[config.mk]
export PLATFORM = sky130hd
export DESIGN_NAME = gpioei_top
export DESIGN_NICKNAME = d
export VERILOG_FILES = /design/src/rtl/gpioei_pkg.sv /design/src/rtl/gpioei_pin_if.sv /design/src/rtl/gpioei_top.sv /design/src/rtl/gpioei_port_sync.sv
export SDC_FILE = /design/constraint.sdc
export NUM_CORES = 1
export LEC_CHECK = 0
export ABC_AREA = 1
export BUFFER_PORTS_ARGS = -buffer_cell sky130_fd_sc_hd__buf_4
export CORE_MARGIN = 2
export CORE_UTILIZATION = 45
export CTS_BUF_LIST = sky130_fd_sc_hd__clkbuf_8
export CTS_CLUSTER_SIZE = 40
export DETAILED_ROUTE_END_ITERATION = 6
export MAX_ROUTING_LAYER = met4
export PLACE_DENSITY_LB_ADDON = 0.15
export SLEW_MARGIN = 40
export SYNTH_ARGS = -nofsm -noshare
export SYNTH_HDL_FRONTEND = slang
export SYNTH_HIERARCHICAL = 1
export SYNTH_SLANG_ARGS = --single-unit
[constraint.sdc]
create_clock -name clk -period 3.9 [get_ports clk]
set_input_delay 0.195 -clock clk [delete_from_list [all_inputs] [get_ports clk]]
set_output_delay 0.195 -clock clk [all_outputs]
set_load 0.01 [all_outputs]
[src/rtl/gpioei_pkg.sv]
package gpioei_pkg;
    // Register indices on the plain port (byte addresses)
    localparam logic [7:0] PORT0_DATA_ADDR = 8'h00;
    localparam logic [7:0] PORT1_DATA_ADDR = 8'h01;
    localparam logic [7:0] PORT2_DATA_ADDR = 8'h02;
    localparam logic [7:0] PORT3_DATA_ADDR = 8'h03;
    localparam logic [7:0] PORT_MODE_SELECT_ADDR = 8'h08;
    localparam logic [7:0] PORT0_IRQ_EN_ADDR = 8'h04;
    localparam logic [7:0] PORT1_IRQ_EN_ADDR = 8'h05;
    localparam logic [7:0] PORT2_IRQ_EN_ADDR = 8'h06;
    localparam logic [7:0] PORT3_IRQ_EN_ADDR = 8'h07;
    localparam logic [7:0] IRQ_CTRL_ADDR = 8'h0A;
    localparam logic [7:0] IRQ_STATUS_ADDR = 8'h0B;
    localparam logic [7:0] IRQ_MASK_ADDR = 8'h0C;
    // Control register fields
    localparam int CTRL_GLOBAL_EN_BIT = 0;
    localparam int CTRL_SENSE_BIT = 2;
    localparam int CTRL_PARALLEL_BIT = 4;
    // Status fields
    localparam int STAT_PIN_EVENT_BIT = 0;
    // Reset values
    localparam logic [7:0] DATA_RESET = 8'hFF;
    localparam logic [7:0] MODE_RESET = 8'h00;
    localparam logic [7:0] IRQ_EN_RESET = 8'h00;
    localparam logic [7:0] CTRL_RESET = 8'h00;
    localparam logic [7:0] STATUS_RESET = 8'h00;
    localparam logic [7:0] MASK_RESET = 8'h00;
    localparam logic [7:0] RDATA_UNMAPPED = 8'h00;
    // Port modes
    typedef enum logic [1:0] {
        GPIOEI_MODE_UNDRIVEN_RISE = 2'h0,
        GPIOEI_MODE_UNDRIVEN_FALL = 2'h1,
        GPIOEI_MODE_CMOS = 2'h2,
        GPIOEI_MODE_PULLUP = 2'h3
    } gpioei_mode_t;
    localparam int NUM_PORTS = 4;
    localparam int PORT_WIDTH = 8;
endpackage

[src/rtl/gpioei_pin_if.sv]
`timescale 1ns/10ps
interface gpioei_pin_if;
    logic [7:0] pin_sync;
    logic [7:0] rise;
    logic [7:0] fall;
    modport sync (output pin_sync, output rise, output fall);
    modport core (input pin_sync, input rise, input fall);
endinterface

[src/rtl/gpioei_top.sv]
`timescale 1ns/10ps
// Function
// - One 8-bit register holds a 2-bit mode per port, shared by its pins.
// - Reset clears the mode register, all ports undriven.
// - Data bit zero drives the pin low in every mode.
// - Data one with mode 10 drives the pin high.
// - Data one with mode 11 pulls the pin up weakly.
// - Data one with mode 00 or 01 leaves the pin undriven.
// - Mode 00 detects rising edges; modes 01 and 11 falling edges.
// - Mode 10 ports never raise pin interrupts.
// - Interrupt needs pin enable, global enable, sense bit 2 and an edge.
// - Pull-up mode reads high unless pulled low externally.
// - Undriven mode reads the actual pin level.
// - Four write-only per-pin interrupt enable registers; one enables.
// - Reset clears all pin interrupt enables.
// - Parallel host mode blocks every pin interrupt.
// - All qualified pin events merge into one shared request.
// - Reset sets every port data bit to one.
// - Without parallel mode, port reads return present pin levels.
module gpioei_top (
    // Clock and reset
    input wire logic clk,
    input wire logic reset,
    // Register port
    input wire logic [7:0] reg_addr,
    input wire logic [7:0] reg_wdata,
    input wire logic reg_write,
    input wire logic reg_read,
    output logic [7:0] reg_rdata,
    // Pins: level in, drive value, enable low while driven
    input wire logic [31:0] pin_in,
    output logic [31:0] pin_out,
    output logic [31:0] pin_oe_n,
    output logic [31:0] pin_pullup,
    // Interrupt
    output logic irq
);
    logic [7:0] data_reg [4];
    logic [7:0] irq_en_reg [4];
    logic [7:0] mode_reg;
    logic [7:0] ctrl_reg;
    logic [7:0] status_reg;
    logic [7:0] status_next;
    logic [7:0] mask_reg;
    logic [7:0] rdata_reg;
    logic [7:0] rdata_next;
    logic [31:0] out_reg;
    logic [31:0] oe_n_reg;
    logic [31:0] pull_reg;
    logic irq_reg;
    logic [31:0] pin_level;
    logic [3:0] port_hit;
    logic any_event;
    logic global_en;
    logic sense_en;
    logic parallel_on;
    logic [7:0] stat_set;
    logic [7:0] stat_clr;
    logic [31:0] drv_out;
    logic [31:0] drv_oe_n;
    logic [31:0] drv_pull;
    logic wr_mode;
    logic wr_ctrl;
    logic wr_status;
    logic wr_mask;

    assign global_en = ctrl_reg[gpioei_pkg::CTRL_GLOBAL_EN_BIT];
    assign sense_en = ctrl_reg[gpioei_pkg::CTRL_SENSE_BIT];
    assign parallel_on = ctrl_reg[gpioei_pkg::CTRL_PARALLEL_BIT];
    assign wr_mode = reg_write && (reg_addr == gpioei_pkg::PORT_MODE_SELECT_ADDR);
    assign wr_ctrl = reg_write && (reg_addr == gpioei_pkg::IRQ_CTRL_ADDR);
    assign wr_status = reg_write && (reg_addr == gpioei_pkg::IRQ_STATUS_ADDR);
    assign wr_mask = reg_write && (reg_addr == gpioei_pkg::IRQ_MASK_ADDR);

    genvar p;
    generate
        for (p = 0; p < gpioei_pkg::NUM_PORTS; p++) begin : g_port
            gpioei_pin_if pif ();
            logic [1:0] mode;
            logic [7:0] qual;
            logic [7:0] edges;
            logic [7:0] data;

            gpioei_port_sync u_sync (
                .clk(clk),
                .reset(reset),
                .pin_in(pin_in[p*8 +: 8]),
                .pins(pif.sync)
            );

            assign mode = mode_reg[p*2 +: 2];
            assign data = data_reg[p];
            // Edge polarity per port mode
            assign edges = (mode == gpioei_pkg::GPIOEI_MODE_UNDRIVEN_RISE) ? pif.rise :
                           (mode == gpioei_pkg::GPIOEI_MODE_CMOS) ? 8'h00 :
                           pif.fall;
            assign qual = edges & irq_en_reg[p];
            assign port_hit[p] = |qual;
            // Read back the synchronised pin, which reflects pull-up or external level
            assign pin_level[p*8 +: 8] = pif.pin_sync;
            // Low always driven; high only in mode 10
            assign drv_out[p*8 +: 8] = data & {8{mode == gpioei_pkg::GPIOEI_MODE_CMOS}};
            assign drv_oe_n[p*8 +: 8] = data & {8{mode != gpioei_pkg::GPIOEI_MODE_CMOS}};
            assign drv_pull[p*8 +: 8] = data & {8{mode == gpioei_pkg::GPIOEI_MODE_PULLUP}};
        end
    endgenerate

    // Parallel host mode gates all ports, used or not
    assign any_event = (|port_hit) && global_en && sense_en && !parallel_on;
    assign stat_set = {7'h00, any_event};
    assign stat_clr = wr_status ? reg_wdata : 8'h00;
    // Set wins over a simultaneous clear
    assign status_next = (status_reg & ~stat_clr) | stat_set;

    // Read mux; enable registers are write-only and read zero
    always_comb begin
        rdata_next = gpioei_pkg::RDATA_UNMAPPED;
        if (reg_read) begin
            case (reg_addr)
                gpioei_pkg::PORT0_DATA_ADDR: rdata_next = pin_level[7:0];
                gpioei_pkg::PORT1_DATA_ADDR: rdata_next = pin_level[15:8];
                gpioei_pkg::PORT2_DATA_ADDR: rdata_next = pin_level[23:16];
                gpioei_pkg::PORT3_DATA_ADDR: rdata_next = pin_level[31:24];
                gpioei_pkg::PORT_MODE_SELECT_ADDR: rdata_next = mode_reg;
                gpioei_pkg::IRQ_CTRL_ADDR: rdata_next = ctrl_reg;
                gpioei_pkg::IRQ_STATUS_ADDR: rdata_next = status_reg;
                gpioei_pkg::IRQ_MASK_ADDR: rdata_next = mask_reg;
                default: rdata_next = gpioei_pkg::RDATA_UNMAPPED;
            endcase
        end
    end

    always_ff @(posedge clk) begin
        if (reset) begin
            for (int i = 0; i < gpioei_pkg::NUM_PORTS; i++) begin
                data_reg[i] <= gpioei_pkg::DATA_RESET;
                irq_en_reg[i] <= gpioei_pkg::IRQ_EN_RESET;
            end
        end else if (reg_write) begin
            for (int i = 0; i < gpioei_pkg::NUM_PORTS; i++) begin
                if (reg_addr == gpioei_pkg::PORT0_DATA_ADDR + 8'(i)) begin
                    data_reg[i] <= reg_wdata;
                end
                // Bit 7 of port 3 is stored as written; software keeps it zero
                if (reg_addr == gpioei_pkg::PORT0_IRQ_EN_ADDR + 8'(i)) begin
                    irq_en_reg[i] <= reg_wdata;
                end
            end
        end
    end

    always_ff @(posedge clk) begin
        if (reset) begin
            mode_reg <= gpioei_pkg::MODE_RESET;
            ctrl_reg <= gpioei_pkg::CTRL_RESET;
            mask_reg <= gpioei_pkg::MASK_RESET;
            status_reg <= gpioei_pkg::STATUS_RESET;
        end else begin
            if (wr_mode) begin
                mode_reg <= reg_wdata;
            end
            if (wr_ctrl) begin
                ctrl_reg <= reg_wdata;
            end
            if (wr_mask) begin
                mask_reg <= reg_wdata;
            end
            status_reg <= status_next;
        end
    end

    // Outputs registered; pins change one cycle after a write
    always_ff @(posedge clk) begin
        if (reset) begin
            rdata_reg <= 8'h00;
            out_reg <= 32'h0000_0000;
            oe_n_reg <= 32'hFFFF_FFFF;
            pull_reg <= 32'h0000_0000;
            irq_reg <= 1'b0;
        end else begin
            rdata_reg <= rdata_next;
            out_reg <= drv_out;
            oe_n_reg <= drv_oe_n;
            pull_reg <= drv_pull;
            irq_reg <= |(status_next & mask_reg);
        end
    end

    assign reg_rdata = rdata_reg;
    assign pin_out = out_reg;
    assign pin_oe_n = oe_n_reg;
    assign pin_pullup = pull_reg;
    assign irq = irq_reg;
endmodule // gpioei_top

[src/rtl/gpioei_port_sync.sv]
`timescale 1ns/10ps
module gpioei_port_sync (
    // Clock and reset
    input wire logic clk,
    input wire logic reset,
    // Raw pin levels
    input wire logic [7:0] pin_in,
    // Synchronised levels and edges
    gpioei_pin_if.sync pins
);
    logic [7:0] s1_reg;
    logic [7:0] s2_reg;
    logic [7:0] s3_reg;
    logic [7:0] level_reg;
    logic [7:0] agree;
    logic [7:0] level_next;

    // Change counts only when the two later stages agree
    assign agree = ~(s2_reg ^ s3_reg);
    assign level_next = (agree & s3_reg) | (~agree & level_reg);

    always_ff @(posedge clk) begin
        if (reset) begin
            s1_reg <= 8'hFF;
            s2_reg <= 8'hFF;
            s3_reg <= 8'hFF;
            level_reg <= 8'hFF;
        end else begin
            s1_reg <= pin_in;
            s2_reg <= s1_reg;
            s3_reg <= s2_reg;
            level_reg <= level_next;
        end
    end

    assign pins.pin_sync = level_reg;
    // One event per edge of the filtered level
    assign pins.rise = level_next & ~level_reg;
    assign pins.fall = ~level_next & level_reg;
endmodule // gpioei_port_sync

==> flow_summary.toml, run 1 <==
[clock_network]
cts_root_buffer = "clkbuf_8"
cts_max_path_buffers = 3
cts_htree_levels = 2
cts_buffers = 52
clk_pin_slew_worst_paths_ps = 70
postCtsSetupRepairBufs = 0
clk_latency_ps = 590
clock_sinks = 329
cts_tree = "built"

[timing]
rsz0062_at_grt = "false"
hold_violations = 0
fin_setup_tns_ps = 0
max_slew_margin_pct = 55.06
worst_pin_slew_ps = 674.1
hold_slack_ps = 72.30
finClkSkew_ps = 31.24
post-route-period-util_pct = 54.02
max_freq_ghz = 0.4746
drv_slew = 0
worst_slack_ps = 1793
fin_crit_ps = 2107
setup_viol = 0

[worst_setup_path]
crit_fanout = 13
cp_slowest_stage_delay_ps = 700
r2r_start = "mode_reg[2]$_SDFFE_PP0P_"
r2r_setup_slack_ps = 1790
worstRegToRegCells = 13
cp.arrival_ps = 2590
critPathKind = "register to register"
cp_num_buf_inv = 0
worstSetupEndpointType = "register"
cp.required_ps = 4380
cp_cell_sequence = "nor2_1 -> nand2_1 -> nand2_1 -> nand2_1 -> nand2_1 -> nor2_1 -> nand2_1 -> nor2_1 -> nand2_1 -> nand2_1 -> nand2_1 -> nand3_1 -> nand2_1"
r2r_end = "irq$_SDFF_PP0_"
start_kind = "register"
cp_common_cell = "nand2_1"
path_delay_family = "simple AND/OR/NAND/NOR gates"
slowest_stage = "dfxtp_1"

[placement]
place_ws_ps = 1598
post-dp-hpwl_mm = 20.66
gp_congestion = 0.9283
portBuffers = 156

[synth]
ys_ff_latch = 329
seq_area_frac_synth_pct = 59.59
yosysUniqueCellTypes = 32
synth_cells = 1433
ys_warn_count = 6
netlist_area_sq_um = 12130
syn_avg_cell_area_sq_um = 8.463
synthesis.nets = 1485

[die]
start_util_pct = 45.38
dieArea_sq_um = 28280
num_io_pins = 157
core_area_sq_um = 26730
die_x_um = 168.2
fp.dieH_um = 168.2
rows = 60

[finish]
drive_gt1_share_pct = 16.53
final_nets = 1707
postLayoutCoreUtil_pct = 56.01
area_delta_synth_final_pct = 23.42

[hold_path]
hold_end = "reg_rdata[5]$_SDFF_PP0_"
hold_path_class = "primary input to register"
worst_hold_path.num_cells = 3
hold_start = "reg_read"

[route]
ant_nets = 0
avgRoutedWirePerCell_um = 14.62
wirelength_mm = 29.68
viasPerCell = 4.771
drc = 0
drt-initial-drc-count = 699
vias = 9686
dr.pass1.iters = 5

[outcome]
status = "complete, no violations"

[grt]
antenna_found_initial = 1
grt_max_degree = 88
grt_pass1_vias = 9135
grtUsageTotal_pct = 21.52
grt.overflow.total = 0
grt_first_pass_wirelength_mm = 46.89

[power]
leakage_nw = 7.516
peakVddDrop_mv = 0.3074
power_density_nw_per_um2 = 445.5

[flow_run]
cap_violations = 0
-- worst min-delay path: cells and delay by family --
| family | cells | cell delay, ps |
|---|---|---|
| AOI/OAI and AO/OA | 1 | 70 |
| buffers and inverters | 1 | 110 |
| and+or+nand+nor | 1 | 210 |
-- metal layers --
metal	wire length (um)	vias up	global-route usage, %
met5	0	-	-
met4	1002	0	8.508
met3	1910	74	3.973
met2	13620	323	35.05
met1	13140	4323	26.68
li1	-	4966	-
-- final cells by class --
cell class / count / area, sq um
Antenna cell: 1 / 2.502
Clock buffer: 65 / 894.6
Clock inverter: 22 / 96.34
Fill cell: 2487 / 11760
Inverter: 209 / 785.8
Multi-Input combinational cell: 861 / 3915
Sequential cell: 329 / 7227
Tap cell: 341 / 426.7
Timing Repair Buffer: 202 / 1620
-- through the flow --
stage / power, mW / instance area [sq um] / instances
after global placement: 3.932 / 13570 / 1902
after floorplan: 3.807 / 12130 / 1433
after detailed placement: 3.939 / 13570 / 1902
final: 6.668 / 14970 / 2030
after global routing: 6.919 / 14970 / 2030
after CTS: 6.743 / 14970 / 2029
-- logic make-up after synthesis --
group                  after synthesis  share of synthesized area, %
AND/OR/NAND/NOR                    744                         26.86
AO/OA/AOI/OAI                      117                         5.416
flip-flops                         329                         59.59
buffers and inverters              243                         8.130
-- where the power goes --
part           total (mW)  switching (mW)  internal [mW]  leakage, nW
Sequential           3.60          0.0384           3.56         2.79
Clock                2.77            1.29           1.49        0.573
Combinational       0.299           0.177          0.123         4.15
-- Yosys cell counts, drive strengths merged --
cell type  number  area share (%)
a21oi          34             1.4
a22o            6            0.43
buf            14             1.0
clkbuf         20            0.62
clkinv         10            0.32
dfxtp         265              44
edfxtp         64              16
inv           199             6.2
nand2         423              13
nand3          67             2.8
nand3b          1           0.062
nand4           6            0.36
nor2           77             2.5
nor3          105             4.5
nor4            1            0.18
o2111a          6            0.56
o21ai          63             2.6
o21bai          1           0.062
o22ai           7            0.36
or2            64             3.3
-- repair_timing --
item	CTS	global route
hold endpoints to repair	48	0
hold buffers	40	0
gates resized for setup	0	0
-- placed cells by master, fill, tap and decap left out --
cell           synthesis  routed
inv_1                192     208
o21ai_0               57      55
nand4_1                5       5
nor3_1               101     101
o2111a_1               6       6
a21oi_1               34      34
nand2_1              421     421
nand4_2                1       1
clkinvlp_4             0       1
buf_6                  8       1
o21ai_1                6       8
nand3_2                1       1
dfxtp_1              265     265
inv_6                  0       1
clkinv_2               1       5
dlygate4sd3_1          0      40
nor3_2                 4       4
o22ai_1                7       7
nor2_4                 1       1
nor2_1                72      72
nand3b_1               1       1
inv_2                  7       7
nor2_2                 4       4
clkinv_1               9       9
nor4_4                 1       1
clkbuf_8               0      65
o21bai_1               1       1
edfxtp_1              64      64
a22o_1                 6       6
buf_4                  2     161
diode_2                0       1
or2_2                 24      24
or2_1                 40      40
nand3_1               66      66
nand2_2                2       2
-- worst max path at each step --
stage | from | to | slack (ps) | depth (start not counted)
finish | mode_reg[2]$_SDFFE_PP0P_ | irq$_SDFF_PP0_ | 1790 | 13
global route | mode_reg[4]$_SDFFE_PP0P_ | irq$_SDFF_PP0_ | 1590 | 13
CTS | mode_reg[2]$_SDFFE_PP0P_ | irq$_SDFF_PP0_ | 1790 | 13
detailed placement | reg_addr[7] | data_reg[1][4]$_SDFFCE_PN1P_ | 1600 | 8
global placement | reg_addr[7] | data_reg[0][2]$_SDFFCE_PN1P_ | 1530 | 6
floorplan | reg_addr[7] | data_reg[1][0]$_SDFFCE_PN1P_ | 2070 | 5
No activity file was read; power rests on OpenSTA's default activity.
==> inputs of run 2 (changes only) <==
- clock period: 3.9 -> 1.7 ns (I/O delays scaled with it)
==> run 2 against run 1 <==
Net effect:
- largest cell class unchanged
- critical path type unchanged
- clock skew shrank 7.2 ps
- register-to-register slack got worse by 1600 ps
- flip-flop and latch count did not move
- first-iteration DRC count rose by 2.1%
- largest power group unchanged
- final area increased by 4.6%
==> flow_summary.toml, run 2 (synthesized netlist as in run 1, its figures left out) <==
[worst_setup_path]
worstRegToRegCells = 14
start_kind = "register"
cp_num_buf_inv = 1
cp.arrival_ps = 2060
cp_slowest_stage_delay_ps = 310
worstSetupEndpointType = "register"
r2r_setup_slack_ps = 150
path_delay_family = "simple AND/OR/NAND/NOR gates"
cp_cell_sequence = "nor2_1 -> buf_4 -> nand2_1 -> nand2_1 -> nand2_1 -> nand2_1 -> nor2_1 -> nand2_1 -> nor2_1 -> nand2_1 -> nand2_1 -> nand2_1 -> nand3_1 -> nand2_1"
slowest_stage = "dfxtp_1"
r2r_start = "mode_reg[0]$_SDFFE_PP0P_"
cp.required_ps = 2210
r2r_end = "irq$_SDFF_PP0_"
cp_common_cell = "nand2_1"
crit_fanout = 8
critPathKind = "register to register"

[timing]
max_freq_ghz = 0.6444
fin_crit_ps = 1552
post-route-period-util_pct = 91.29
fin_setup_tns_ps = 0
finClkSkew_ps = 24.05
worst_pin_slew_ps = 672.4
max_slew_margin_pct = 54.90
setup_viol = 0
hold_slack_ps = 51.21
rsz0062_at_grt = "false"
hold_violations = 0
drv_slew = 0
worst_slack_ps = 148.1

[grt]
grt_first_pass_wirelength_mm = 49.02
grt_pass1_vias = 9489
met1_usage_pct = 26.69
met2_usage_pct = 37.89
grtUsageMet3_pct = 4.890
antenna_found_initial = 0
grt.overflow.total = 0
grtUsageTotal_pct = 22.73
grt_max_degree = 106
grt.busiest_layer = "met2"

[clock_network]
clock_sinks = 329
clk_pin_slew_worst_paths_ps = 60
cts_root_buffer = "clkbuf_8"
cts_tree = "built"
cts_max_path_buffers = 3
cts_htree_levels = 2
cts_buffers = 51
clk_latency_ps = 580

[power]
leakage_nw = 7.898
power_mw = 16.13
peakVddDrop_mv = 0.6810
power_density_nw_per_um2 = 1030

[outcome]
status = "complete, no violations"

[die]
core_area_sq_um = 26730
num_io_pins = 157
dieArea_sq_um = 28280
die_x_um = 168.2
rows = 60
start_util_pct = 45.38
fp.dieH_um = 168.2

[hold_path]
hold_start = "reg_write"
hold_path_class = "primary input to register"
worst_hold_path.num_cells = 4
hold_end = "ctrl_reg[2]$_SDFFE_PP0P_"

[placement]
dp_cells = 1965
post-dp-hpwl_mm = 22.25
placed_area_sq_um = 14080
gp_congestion = 0.9529
place_ws_ps = 31.85
portBuffers = 156

[route]
drc = 0
avgRoutedWirePerCell_um = 14.90
dr.pass1.iters = 5
viasPerCell = 4.753
ant_nets = 0
vias = 9982
wirelength_mm = 31.28
drt-initial-drc-count = 714

[finish]
antenna_cells = 0
postLayoutCoreUtil_pct = 58.60
area_delta_synth_final_pct = 29.13
drive_gt1_share_pct = 20.07
final_common_cell = "nand2_1"
stdcell_count = 2100
fillerInstances = 2422
layout_common_cells = "nand2_1, dfxtp_1, buf_4"
final_nets = 1771
design_area_sq_um = 15660

[flow_run]
cap_violations = 0
[run 2: cell types whose count changed in the layout (fill, tap and decap cells not counted), sizes merged]
cell         change
dlygate4sd3      +2
buf             +63
diode            -1
inv              -5
clkbuf           +6
bufinv           +3
clkinvlp         +2
[run 2: metal layers]
metal,vias to the layer above,wire length (um)
met1,4491,13360
met2,314,14760
met3,85,2021
met4,0,1139
li1,5092,-
met5,-,0
[run 2: worst max path at each step]
stage	from	endpoint	slack, ps	depth (start not counted)
3_3_place_gp	reg_addr[7]	irq$_SDFF_PP0_	60	13
3_5_place_dp	reg_addr[7]	irq$_SDFF_PP0_	30	13
6_report	mode_reg[0]$_SDFFE_PP0P_	irq$_SDFF_PP0_	150	14
2_1_floorplan	reg_addr[7]	data_reg[0][0]$_SDFFCE_PN1P_	5	5
5_1_grt	mode_reg[0]$_SDFFE_PP0P_	irq$_SDFF_PP0_	20	14
4_1_cts	g_port[3].u_sync/pins.pin_sync[6]$_SDFF_PP1_	irq$_SDFF_PP0_	100	14
[run 2: repair_timing]
| item | in CTS | in global routing |
|---|---|---|
| endpoints found under the setup margin | 0 | 1 |
| setup buffers | 0 | 0 |
| gates resized for setup | 0 | 1 |
| endpoints found under the hold margin | 62 | 0 |
| hold buffers | 42 | 0 |
[run 2: cell type report]
type                            instances  area [sq um]  share of cell area [%]
Clock inverter                         22         177.7                   1.134
Sequential cell                       329          7227                   46.15
Inverter                              209         785.8                   5.017
Tap cell                              341         426.7                   2.724
Timing Repair Buffer                  267          2147                   13.71
Multi-Input combinational cell        861          3920                   25.03
Clock buffer                           71         977.2                   6.240
[run 2: worst register-to-register path, cell delays in order (launching register included)]
cell	delay, ps
dfxtp_1	310
nor2_1	180
buf_4	210
nand2_1	60
nand2_1	80
nand2_1	60
nand2_1	100
nor2_1	50
nand2_1	60
nor2_1	40
nand2_1	60
nand2_1	80
nand2_1	70
nand3_1	60
nand2_1	60
[run 2: power breakdown]
group          switching (mW)  total, mW  internal (mW)
clock                    2.98       7.14           4.16
sequential             0.0863       8.25           8.16
combinational           0.428      0.745          0.317
total                    3.49       16.1           12.6
